===== src/rtl/sysopt_map.vh =====
`ifndef SYSOPT_MAP_VH
`define SYSOPT_MAP_VH

// register offsets on the plain register port
`define OFS_SYSTEM_OPTIONS_ONE 3'h0
`define OFS_SYSTEM_OPTIONS_TWO 3'h1
`define OFS_DEVICE_IDENT_HIGH 3'h2
`define OFS_DEVICE_IDENT_LOW 3'h3
`define OFS_PERIODIC_WAKEUP_CONTROL 3'h4

// system_options_one field positions
`define BIT_WATCHDOG_ENABLE 7
`define BIT_WATCHDOG_LONG_TIMEOUT 6
`define BIT_STOP_ALLOW 5
`define BIT_OPT_RESERVED 4
`define BIT_DEBUG_PIN_SELECT 1
`define BIT_RESET_PIN_SELECT 0

// system_options_one reset values
`define RST_WATCHDOG_ENABLE 1'h1
`define RST_WATCHDOG_LONG_TIMEOUT 1'h1
`define RST_STOP_ALLOW 1'h0
`define RST_OPT_RESERVED 1'h1
`define RST_DEBUG_PIN_SELECT 1'h1
`define POR_RESET_PIN_SELECT 1'h0

// system_options_two field position and reset value
`define BIT_WATCHDOG_CLOCK_SELECT 7
`define RST_WATCHDOG_CLOCK_SELECT 1'h0

// periodic_wakeup_control field positions
`define BIT_WAKEUP_FLAG 7
`define BIT_WAKEUP_FLAG_CLEAR 6
`define BIT_WAKEUP_CLOCK_SELECT 5
`define BIT_WAKEUP_IRQ_ENABLE 4
`define MSB_WAKEUP_PERIOD_SELECT 2
`define LSB_WAKEUP_PERIOD_SELECT 0

// periodic_wakeup_control reset values
`define RST_WAKEUP_CLOCK_SELECT 1'h0
`define RST_WAKEUP_IRQ_ENABLE 1'h0
`define RST_WAKEUP_PERIOD_SELECT 3'h0

// wakeup periods in source ticks, 1 kHz source (1 ms tick)
`define SLOW_TICKS_1 16'h0008
`define SLOW_TICKS_2 16'h0020
`define SLOW_TICKS_3 16'h0040
`define SLOW_TICKS_4 16'h0080
`define SLOW_TICKS_5 16'h0100
`define SLOW_TICKS_6 16'h0200
`define SLOW_TICKS_7 16'h0400

// wakeup periods in source ticks, 32 kHz source
`define FAST_TICKS_1 16'h0100
`define FAST_TICKS_2 16'h0400
`define FAST_TICKS_3 16'h0800
`define FAST_TICKS_4 16'h1000
`define FAST_TICKS_5 16'h2000
`define FAST_TICKS_6 16'h4000
`define FAST_TICKS_7 16'h8000

`endif


===== src/rtl/system_options_and_periodic_wakeup.v =====
`timescale 1ns/1ns
`default_nettype none
`include "sysopt_map.vh"

module system_options_and_periodic_wakeup #(
    parameter [11:0] PART_NUMBER = 12'h5a3, // arbitrary neutral value
    parameter [3:0] MASK_REVISION = 4'h2 // arbitrary neutral value
) (
    input wire clock,
    input wire rst_n,
    input wire clk_en,
    input wire power_on_reset,
    input wire [2:0] reg_addr,
    input wire [7:0] reg_wdata,
    input wire reg_wr,
    input wire reg_rd,
    output reg [7:0] reg_rdata,
    input wire stop_execute,
    output reg stop_enter,
    output reg illegal_opcode_reset,
    input wire osc_1khz,
    input wire clk_32khz,
    output wire watchdog_enable,
    output wire watchdog_long_timeout,
    output wire watchdog_clock_select,
    output wire stop_allow,
    output wire debug_pin_select,
    output wire reset_pin_select,
    output wire reset_pullup_enable,
    output wire wakeup_flag,
    output wire wakeup_irq
);

    // option register state
    reg watchdog_enable_q;
    reg watchdog_long_timeout_q;
    reg stop_allow_q;
    reg opt_reserved_q;
    reg debug_pin_select_q;
    reg reset_pin_select_q;
    reg options_one_locked_q;
    reg watchdog_clock_select_q;
    reg options_two_locked_q;

    // wakeup control state
    reg wakeup_flag_q;
    reg wakeup_clock_select_q;
    reg wakeup_irq_enable_q;
    reg [2:0] wakeup_period_select_q;
    reg [15:0] wakeup_count_q;
    reg [15:0] wakeup_count_d;
    reg wakeup_flag_d;

    // source synchronisers
    reg slow_s1_q;
    reg slow_s2_q;
    reg slow_s3_q;
    reg fast_s1_q;
    reg fast_s2_q;
    reg fast_s3_q;

    wire wr_opt_one;
    wire wr_opt_two;
    wire wr_wakeup;
    wire slow_edge;
    wire fast_edge;
    wire source_edge;
    wire [15:0] wakeup_terminal;
    wire wakeup_config_change;
    wire wakeup_timeout;
    wire [7:0] opt_one_value;
    wire [7:0] opt_two_value;
    wire [7:0] wakeup_value;
    reg [7:0] read_mux;

    // terminal count for a period code, zero when disabled
    function [15:0] period_ticks;
        input fast_source;
        input [2:0] code;
        begin
            period_ticks = 16'h0000;
            case (code)
                3'h1: period_ticks = fast_source ? `FAST_TICKS_1 : `SLOW_TICKS_1;
                3'h2: period_ticks = fast_source ? `FAST_TICKS_2 : `SLOW_TICKS_2;
                3'h3: period_ticks = fast_source ? `FAST_TICKS_3 : `SLOW_TICKS_3;
                3'h4: period_ticks = fast_source ? `FAST_TICKS_4 : `SLOW_TICKS_4;
                3'h5: period_ticks = fast_source ? `FAST_TICKS_5 : `SLOW_TICKS_5;
                3'h6: period_ticks = fast_source ? `FAST_TICKS_6 : `SLOW_TICKS_6;
                3'h7: period_ticks = fast_source ? `FAST_TICKS_7 : `SLOW_TICKS_7;
                default: period_ticks = 16'h0000;
            endcase
        end
    endfunction

    // register write decode
    assign wr_opt_one = reg_wr && (reg_addr == `OFS_SYSTEM_OPTIONS_ONE);
    assign wr_opt_two = reg_wr && (reg_addr == `OFS_SYSTEM_OPTIONS_TWO);
    assign wr_wakeup = reg_wr && (reg_addr == `OFS_PERIODIC_WAKEUP_CONTROL);

    // main options: first write after reset wins, later ones dropped
    always @(posedge clock or negedge rst_n) begin
        if (!rst_n) begin
            watchdog_enable_q <= `RST_WATCHDOG_ENABLE;
            watchdog_long_timeout_q <= `RST_WATCHDOG_LONG_TIMEOUT;
            stop_allow_q <= `RST_STOP_ALLOW;
            opt_reserved_q <= `RST_OPT_RESERVED;
            debug_pin_select_q <= `RST_DEBUG_PIN_SELECT;
            options_one_locked_q <= 1'h0;
        end else if (clk_en) begin
            if (wr_opt_one && !options_one_locked_q) begin
                watchdog_enable_q <= reg_wdata[`BIT_WATCHDOG_ENABLE];
                watchdog_long_timeout_q <= reg_wdata[`BIT_WATCHDOG_LONG_TIMEOUT];
                stop_allow_q <= reg_wdata[`BIT_STOP_ALLOW];
                opt_reserved_q <= reg_wdata[`BIT_OPT_RESERVED];
                debug_pin_select_q <= reg_wdata[`BIT_DEBUG_PIN_SELECT];
                options_one_locked_q <= 1'h1;
            end
        end
    end

    // reset pin select survives warm resets; only power-on clears it
    always @(posedge clock) begin
        if (clk_en) begin
            if (power_on_reset) begin
                reset_pin_select_q <= `POR_RESET_PIN_SELECT;
            end else if (rst_n && wr_opt_one && !options_one_locked_q) begin
                reset_pin_select_q <= reg_wdata[`BIT_RESET_PIN_SELECT];
            end
        end
    end

    // watchdog clock select, its own write-once latch
    always @(posedge clock or negedge rst_n) begin
        if (!rst_n) begin
            watchdog_clock_select_q <= `RST_WATCHDOG_CLOCK_SELECT;
            options_two_locked_q <= 1'h0;
        end else if (clk_en) begin
            if (wr_opt_two && !options_two_locked_q) begin
                watchdog_clock_select_q <= reg_wdata[`BIT_WATCHDOG_CLOCK_SELECT];
                options_two_locked_q <= 1'h1;
            end
        end
    end

    // stop request: enter stop if allowed, otherwise illegal opcode reset
    always @(posedge clock or negedge rst_n) begin
        if (!rst_n) begin
            stop_enter <= 1'h0;
            illegal_opcode_reset <= 1'h0;
        end else if (clk_en) begin
            stop_enter <= stop_execute && stop_allow_q;
            illegal_opcode_reset <= stop_execute && !stop_allow_q;
        end
    end

    // two-stage synchronisers plus an edge-history stage
    always @(posedge clock or negedge rst_n) begin
        if (!rst_n) begin
            slow_s1_q <= 1'h0;
            slow_s2_q <= 1'h0;
            slow_s3_q <= 1'h0;
            fast_s1_q <= 1'h0;
            fast_s2_q <= 1'h0;
            fast_s3_q <= 1'h0;
        end else if (clk_en) begin
            slow_s1_q <= osc_1khz;
            slow_s2_q <= slow_s1_q;
            slow_s3_q <= slow_s2_q;
            fast_s1_q <= clk_32khz;
            fast_s2_q <= fast_s1_q;
            fast_s3_q <= fast_s2_q;
        end
    end

    // rising edges of the selected wakeup source
    assign slow_edge = slow_s2_q && !slow_s3_q;
    assign fast_edge = fast_s2_q && !fast_s3_q;
    assign source_edge = wakeup_clock_select_q ? fast_edge : slow_edge;

    // selected period; code zero gives zero and stops the timer
    assign wakeup_terminal = period_ticks(wakeup_clock_select_q, wakeup_period_select_q);

    // a new source or period restarts the count from zero
    assign wakeup_config_change = wr_wakeup &&
        ((reg_wdata[`BIT_WAKEUP_CLOCK_SELECT] != wakeup_clock_select_q) ||
        (reg_wdata[`MSB_WAKEUP_PERIOD_SELECT:`LSB_WAKEUP_PERIOD_SELECT] !=
        wakeup_period_select_q));

    assign wakeup_timeout = source_edge && (wakeup_terminal != 16'h0000) &&
        (wakeup_count_q == wakeup_terminal - 16'h0001);

    // tick counter and flag; a timeout beats a same-cycle clear unless that write also changes the source or period
    always @* begin
        wakeup_count_d = wakeup_count_q;
        wakeup_flag_d = wakeup_flag_q;
        if (wakeup_terminal == 16'h0000 || wakeup_config_change) begin
            wakeup_count_d = 16'h0000;
        end else if (wakeup_timeout) begin
            wakeup_count_d = 16'h0000;
        end else if (source_edge) begin
            wakeup_count_d = wakeup_count_q + 16'h0001;
        end
        if (wr_wakeup && reg_wdata[`BIT_WAKEUP_FLAG_CLEAR]) begin
            wakeup_flag_d = 1'h0;
        end
        if (wakeup_timeout && !wakeup_config_change) begin
            wakeup_flag_d = 1'h1;
        end
    end

    // wakeup control register and timer state
    always @(posedge clock or negedge rst_n) begin
        if (!rst_n) begin
            wakeup_flag_q <= 1'h0;
            wakeup_clock_select_q <= `RST_WAKEUP_CLOCK_SELECT;
            wakeup_irq_enable_q <= `RST_WAKEUP_IRQ_ENABLE;
            wakeup_period_select_q <= `RST_WAKEUP_PERIOD_SELECT;
            wakeup_count_q <= 16'h0000;
        end else if (clk_en) begin
            wakeup_flag_q <= wakeup_flag_d;
            wakeup_count_q <= wakeup_count_d;
            if (wr_wakeup) begin
                wakeup_clock_select_q <= reg_wdata[`BIT_WAKEUP_CLOCK_SELECT];
                wakeup_irq_enable_q <= reg_wdata[`BIT_WAKEUP_IRQ_ENABLE];
                wakeup_period_select_q <=
                    reg_wdata[`MSB_WAKEUP_PERIOD_SELECT:`LSB_WAKEUP_PERIOD_SELECT];
            end
        end
    end

    // readback images; unused and write-only bits read zero
    assign opt_one_value = {watchdog_enable_q, watchdog_long_timeout_q, stop_allow_q,
        opt_reserved_q, 2'h0, debug_pin_select_q, reset_pin_select_q};
    assign opt_two_value = {watchdog_clock_select_q, 7'h00};
    assign wakeup_value = {wakeup_flag_q, 1'h0, wakeup_clock_select_q,
        wakeup_irq_enable_q, 1'h0, wakeup_period_select_q};

    // read select, unmapped offsets give zero
    always @* begin
        case (reg_addr)
            `OFS_SYSTEM_OPTIONS_ONE: read_mux = opt_one_value;
            `OFS_SYSTEM_OPTIONS_TWO: read_mux = opt_two_value;
            `OFS_DEVICE_IDENT_HIGH: read_mux = {MASK_REVISION, PART_NUMBER[11:8]};
            `OFS_DEVICE_IDENT_LOW: read_mux = PART_NUMBER[7:0];
            `OFS_PERIODIC_WAKEUP_CONTROL: read_mux = wakeup_value;
            default: read_mux = 8'h00;
        endcase
    end

    // read data stands in the cycle after the strobe only
    always @(posedge clock or negedge rst_n) begin
        if (!rst_n) begin
            reg_rdata <= 8'h00;
        end else if (clk_en) begin
            reg_rdata <= reg_rd ? read_mux : 8'h00;
        end
    end

    // option and request outputs
    assign watchdog_enable = watchdog_enable_q;
    assign watchdog_long_timeout = watchdog_long_timeout_q;
    assign watchdog_clock_select = watchdog_clock_select_q;
    assign stop_allow = stop_allow_q;
    assign debug_pin_select = debug_pin_select_q;
    assign reset_pin_select = reset_pin_select_q;
    assign reset_pullup_enable = reset_pin_select_q;
    assign wakeup_flag = wakeup_flag_q;
    assign wakeup_irq = wakeup_flag_q && wakeup_irq_enable_q;

endmodule // system_options_and_periodic_wakeup

`default_nettype wire


===== config.mk =====
export PLATFORM = sky130hd
export DESIGN_NAME = system_options_and_periodic_wakeup
export DESIGN_NICKNAME = d
export VERILOG_FILES = /design/src/rtl/system_options_and_periodic_wakeup.v
export VERILOG_INCLUDE_DIRS = /design/src /design/src/rtl
export SDC_FILE = /design/constraint.sdc
export NUM_CORES = 1
export LEC_CHECK = 0
export ABC_AREA = 1
export BUFFER_PORTS_ARGS = -buffer_cell sky130_fd_sc_hd__buf_4
export CAP_MARGIN = 20
export CORE_ASPECT_RATIO = 1.5
export CORE_UTILIZATION = 40
export DETAILED_ROUTE_END_ITERATION = 8
export PLACE_DENSITY = 0.66
export SLEW_MARGIN = 20
export SYNTH_ARGS = -nofsm -noshare
export SYNTH_HDL_FRONTEND = slang
export SYNTH_SLANG_ARGS = --single-unit

===== constraint.sdc =====
create_clock -name clock -period 4.1 [get_ports clock]
set_input_delay 0.82 -clock clock [delete_from_list [all_inputs] [get_ports clock]]
set_output_delay 0.82 -clock clock [all_outputs]
set_load 0.1 [all_outputs]

Word level (Yosys, flattened, before mapping) --
Cells that the tools add are included. Widths: inputs -> output; s select.
Operators by class: eq/ne operators 14, reductions and logical operators 37, add/sub/neg operators 2, muxes and demuxes 17
Operators by type and width (count):
- $pmux 16 s7 | 1
- $mux 16 | 4
- $pmux 8 s5 | 1
- $logic_and 1x1->1 | 17
- $add 16x1->16 const B | 1
- $eq 16x16->1 | 1
- $logic_not 16->1 | 1
- $reduce_bool 16->1 | 1
- $sub 16x1->16 const B | 1
- $eq 3x3->1 const B | 5
- $mux 15 | 1
- $mux 14 | 1
- $mux 13 | 1
- $eq 3x2->1 const B | 4
- $mux 12 | 1
- $reduce_and 2->1 | 6
- $mux 11 | 1
- $mux 9 | 1
- $mux 8 | 1
- $eq 3x1->1 const B | 2
- $logic_not 1->1 | 6
- $mux 1 | 4
- $reduce_bool 2->1 | 2
- $logic_not 3->1 | 1
- other kinds (4) | 5
Storage, ports and cells: output and inout bits 19, register bits 47, logic and storage cells 93, bits of input ports 20

Logic depth before layout (Yosys ltp) --
depth in word-level cells 8, depth in mapped cells 18, gate-level depth less buffers 16

Worst setup path after synthesis --
OpenSTA, ideal clock, no wires.
path kind reg-to-output, start register wakeup_flag_q (netlist: wakeup_flag), end output wakeup_irq, slack 1.625 ns, buffers on the path 0, stages on the path, launching flop included 3, data required time 3.280 ns, arrival time 1.655 ns, cell sequence dfrtp_1 -> nand2_1 -> inv_1
On the way: cells in the longest elaborated chain, start to end 1
RTL lines:
- start: declaration | RTL line system_options_and_periodic_wakeup.v:46 | reg wakeup_flag_q;
- start signal: assignment | RTL line system_options_and_periodic_wakeup.v:220 | wakeup_flag_q <= wakeup_flag_d;
- $logic_and 1x1->1 | RTL line system_options_and_periodic_wakeup.v:268 | assign wakeup_irq = wakeup_flag_q && wakeup_irq_enable_q;
- end: declaration | RTL line system_options_and_periodic_wakeup.v:31 | output wire wakeup_irq
No other way between the ends.

Worst setup path after layout --
start register wakeup_period_select_q[1], end register wakeup_count_q[5]
On the way: cells in the longest elaborated chain, start to end 7, elaborated cells between the ends (all ways) 22, those cells by class 1 x add/sub; 9 x eq/ne; 3 x mux; 9 x reduce/logical
RTL lines:
- start: declaration | RTL line system_options_and_periodic_wakeup.v:49 | reg [2:0] wakeup_period_select_q;
- start signal: assignment | RTL line system_options_and_periodic_wakeup.v:217 | wakeup_period_select_q <= `RST_WAKEUP_PERIOD_SELECT;
- start signal: assignment | RTL line system_options_and_periodic_wakeup.v:225 | wakeup_period_select_q <=
- $eq 3x3->1, or another cell as far along | RTL line system_options_and_periodic_wakeup.v:82 | case (code)
- $pmux 16 s7 | RTL line system_options_and_periodic_wakeup.v:82
- $sub 16x1->16 or $reduce_bool 16->1 (tied branches) | RTL line system_options_and_periodic_wakeup.v:190, system_options_and_periodic_wakeup.v:189
- $eq 16x16->1 or $logic_and 1x1->1 (tied branches) | RTL line system_options_and_periodic_wakeup.v:190, system_options_and_periodic_wakeup.v:189
- $logic_and 1x1->1 | RTL line system_options_and_periodic_wakeup.v:189 | assign wakeup_timeout = source_edge && (wakeup_terminal != 16'h0000) &&
- $reduce_bool 3->1 (no line) or $mux 16 (tied branches)
- $reduce_and 2->1 (no line) or $mux 16 (tied branches)
- end signal: assignment | RTL line system_options_and_periodic_wakeup.v:221 | wakeup_count_q <= wakeup_count_d;
- end: declaration | RTL line system_options_and_periodic_wakeup.v:50 | reg [15:0] wakeup_count_q;
Parallel ways exist; a longest one is shown, timed or not. A chain may end at the register's enable or synchronous reset.

==> flow_summary.ini <==
[sta]
fmax_mhz = 386
fin_skew_ns = 0.00647
setup_violations = 0
hold_viol = 0
slew-limit-headroom = 0.539
setup-tns-final_ns = 0
slew_viol_final = 0
fin_crit_sh = 0.632
finalCriticalPeriod_ns = 2.59
tightest_slew_ns = 0.692
rsz0062_at_grt = false

[cts]
clk_pin_slew_ns = 0.09
postCtsSetupBuffers = 0
cts_resized = 0
insertion_delay_ns = 0.31
cts_tree = built
cts_hold_buf = 0
numCtsBuffers = 5
htreeDepth = 2
cts.path.max_buffers = 2
cts-root-buf = clkbuf_8
numClockSinks = 46

[layout]
drive_above_1_share = 0.206
largest_register_ffs = 16
diodes = 0
area_growth_pct = 14.0
nNetsFinal = 449
multi_input_area_sq_um = 1480
final_area_sq_um = 3390
reg_top3 = wakeup_count_q: 16 flops, reg_rdata: 7 flops, wakeup_period_select_q: 3 flops
stdcell_count = 527
largest-register = wakeup_count_q
nFillCells = 758
ff_latch_area_sq_um = 1160

[grt]
antenna_found_initial = 0
grt_pass1_vias = 2417
grtUsageTotal = 0.190
grt_pass1_wl_microns = 11400
grt_remaining_overflow = 0
grt_start_max_net_pins = 47

[detailed_routing]
drt_iter0_markers = 163
antenna_left = 0
drt-vias-per-instance = 4.91
drt_wl_total_microns = 6820
via_count = 2588
wire_per_inst_microns = 12.9
first_pass_iters = 5
drc_errors = 0

[synthesis]
synth_top_cell_area_share = 0.345
syn_area_per_cell_sq_um = 7.53
yosys_warnings = 0
synth_fp_nets = 418
synthTopCellsByArea = dfrtp_1, nand2_1, inv_1, nand3_1, o21ai_0
synth_commonest_cells = nand2_1, inv_1, dfrtp_1, nand3_1, nor2_1
synth_edf_count = 1
yosysMostFrequentCell = nand2_1
synth.yosys.seq_area_share = 0.390
syn_area_sq_um = 2980
synthCells = 395
synth_flop_cell = dfrtp_1
ys_ff_latch = 46
synth-async-reset-ratio = 0.978
yosysTopAreaCell = dfrtp_1
ys_types = 40

[flow_run]
max_cap_violations = 0

[die]
core.rowCount = 38
core_area_sq_um = 7230
initial_core_util = 0.412
dieArea_sq_um = 7790
io-pin-count = 39
die_h_microns = 108
die_w_microns = 72.4

[placement]
place_area_sq_um = 3270
io_buffers = 36
dp_cells = 519
gp_congestion = 0.877
dp_hpwl_microns = 5280

[worst_setup_path]
cp_slowest_cell = dfrtp_1
critPathBufInv = 1
worstPathArrival_ns = 2.78
path_common_cell = nand2_1
critPathTopFamily = simple AND/OR/NAND/NOR gates
start_kind = flip-flop
cp_max_fo = 11
critPathRequiredTime_ns = 4.29
slowest_delay_ns = 0.70
end_kind = flip-flop
worstPathCellList = inv_2 -> nor2_2 -> nand2_1 -> ha_1 -> nand2_1 -> nand2_1 -> nor2_1 -> nand2_1 -> nor2_1 -> nand2_1 -> nor2_1 -> nand2_1 -> nor2_2 -> nand2_4 -> nand2_4 -> o21ai_0
criticalPathCategory = reg2reg

[pwr]
ir_drop_mv = 0.370
p_per_area_nw_per_um2 = 382
p_leak_uw = 0.00165

[min_path]
hold_path_class = reg2reg

[run_status]
status = complete, no violations
==> through the flow <==
step	utilization	total power, uW	worst slack, ns	hold WS, ns
after floorplan	-	875	1.62	0.423
after global placement	0.453	943	1.54	0.437
after detailed placement	0.453	948	1.51	0.444
after CTS	0.469	1310	1.48	0.467
after global routing	0.469	1370	1.29	0.495
final	0.469	1300	1.51	0.463
==> cell type report <==
cell class,instances,area share
clock buffer,5,0.0203
sequential,46,0.342
clock inverter,3,0.0140
multi-input combinational,275,0.436
tap,100,0.0369
inverter,61,0.0683
timing repair buffer,37,0.0819
==> final timing paths <==
path	from	to	slack [ns]	cells after the start
max in group asynchronous	rst_n	wakeup_count_q[1]	3.20	1
max reg2reg	wakeup_period_select_q[1]	wakeup_count_q[5]	1.51	16
max	wakeup_period_select_q[1]	wakeup_count_q[5]	1.51	16
min	options_two_locked_q	options_two_locked_q	0.46	2
min in group asynchronous	rst_n	wakeup_count_q[14]	0.50	1
min reg2reg	options_two_locked_q	options_two_locked_q	0.46	2
==> layer usage <==
layer	wire [microns]	global-route usage	vias up
met5	0	0	-
met4	283	0.0924	0
met3	256	0.0290	21
met2	3500	0.338	80
met1	2780	0.216	1174
li1	-	-	1313
==> power breakdown <==
part,leakage [uW],switching (uW),internal (uW)
sequential,0.000585,57.1,485
clock,0.0000591,173,186
combinational,0.00100,267,127
==> layout by cell type (no fill, tap or decap), types with 6 or more instances in the layout <==
| cell | n |
|---|---|
| nand2_1 | 107 |
| inv_2 | 6 |
| a21oi_1 | 7 |
| o21ai_0 | 26 |
| dfrtp_1 | 41 |
| nand3_1 | 32 |
| o21ai_2 | 10 |
| xor2_1 | 8 |
| o22ai_1 | 8 |
| buf_4 | 37 |
| inv_1 | 54 |
| nor2_1 | 29 |
==> tightest hold or removal path, stage by stage, from the launching register on <==
cell     delay, ns
dfrtp_1       0.34
inv_1         0.05
nand2_1       0.05
==> logic make-up after synthesis <==
logic type / after synthesis / share of synthesized area
AOI/OAI and AO/OA: 59 / 0.123
xor gates and xnor gates: 14 / 0.0437
adders and majority gates: 3 / 0.0126
buffers and inverters: 74 / 0.113
DFF: 46 / 0.390
other: 1 / 0.00126
and+or+nand+nor: 198 / 0.316
Power figures use the tool's default switching activity.
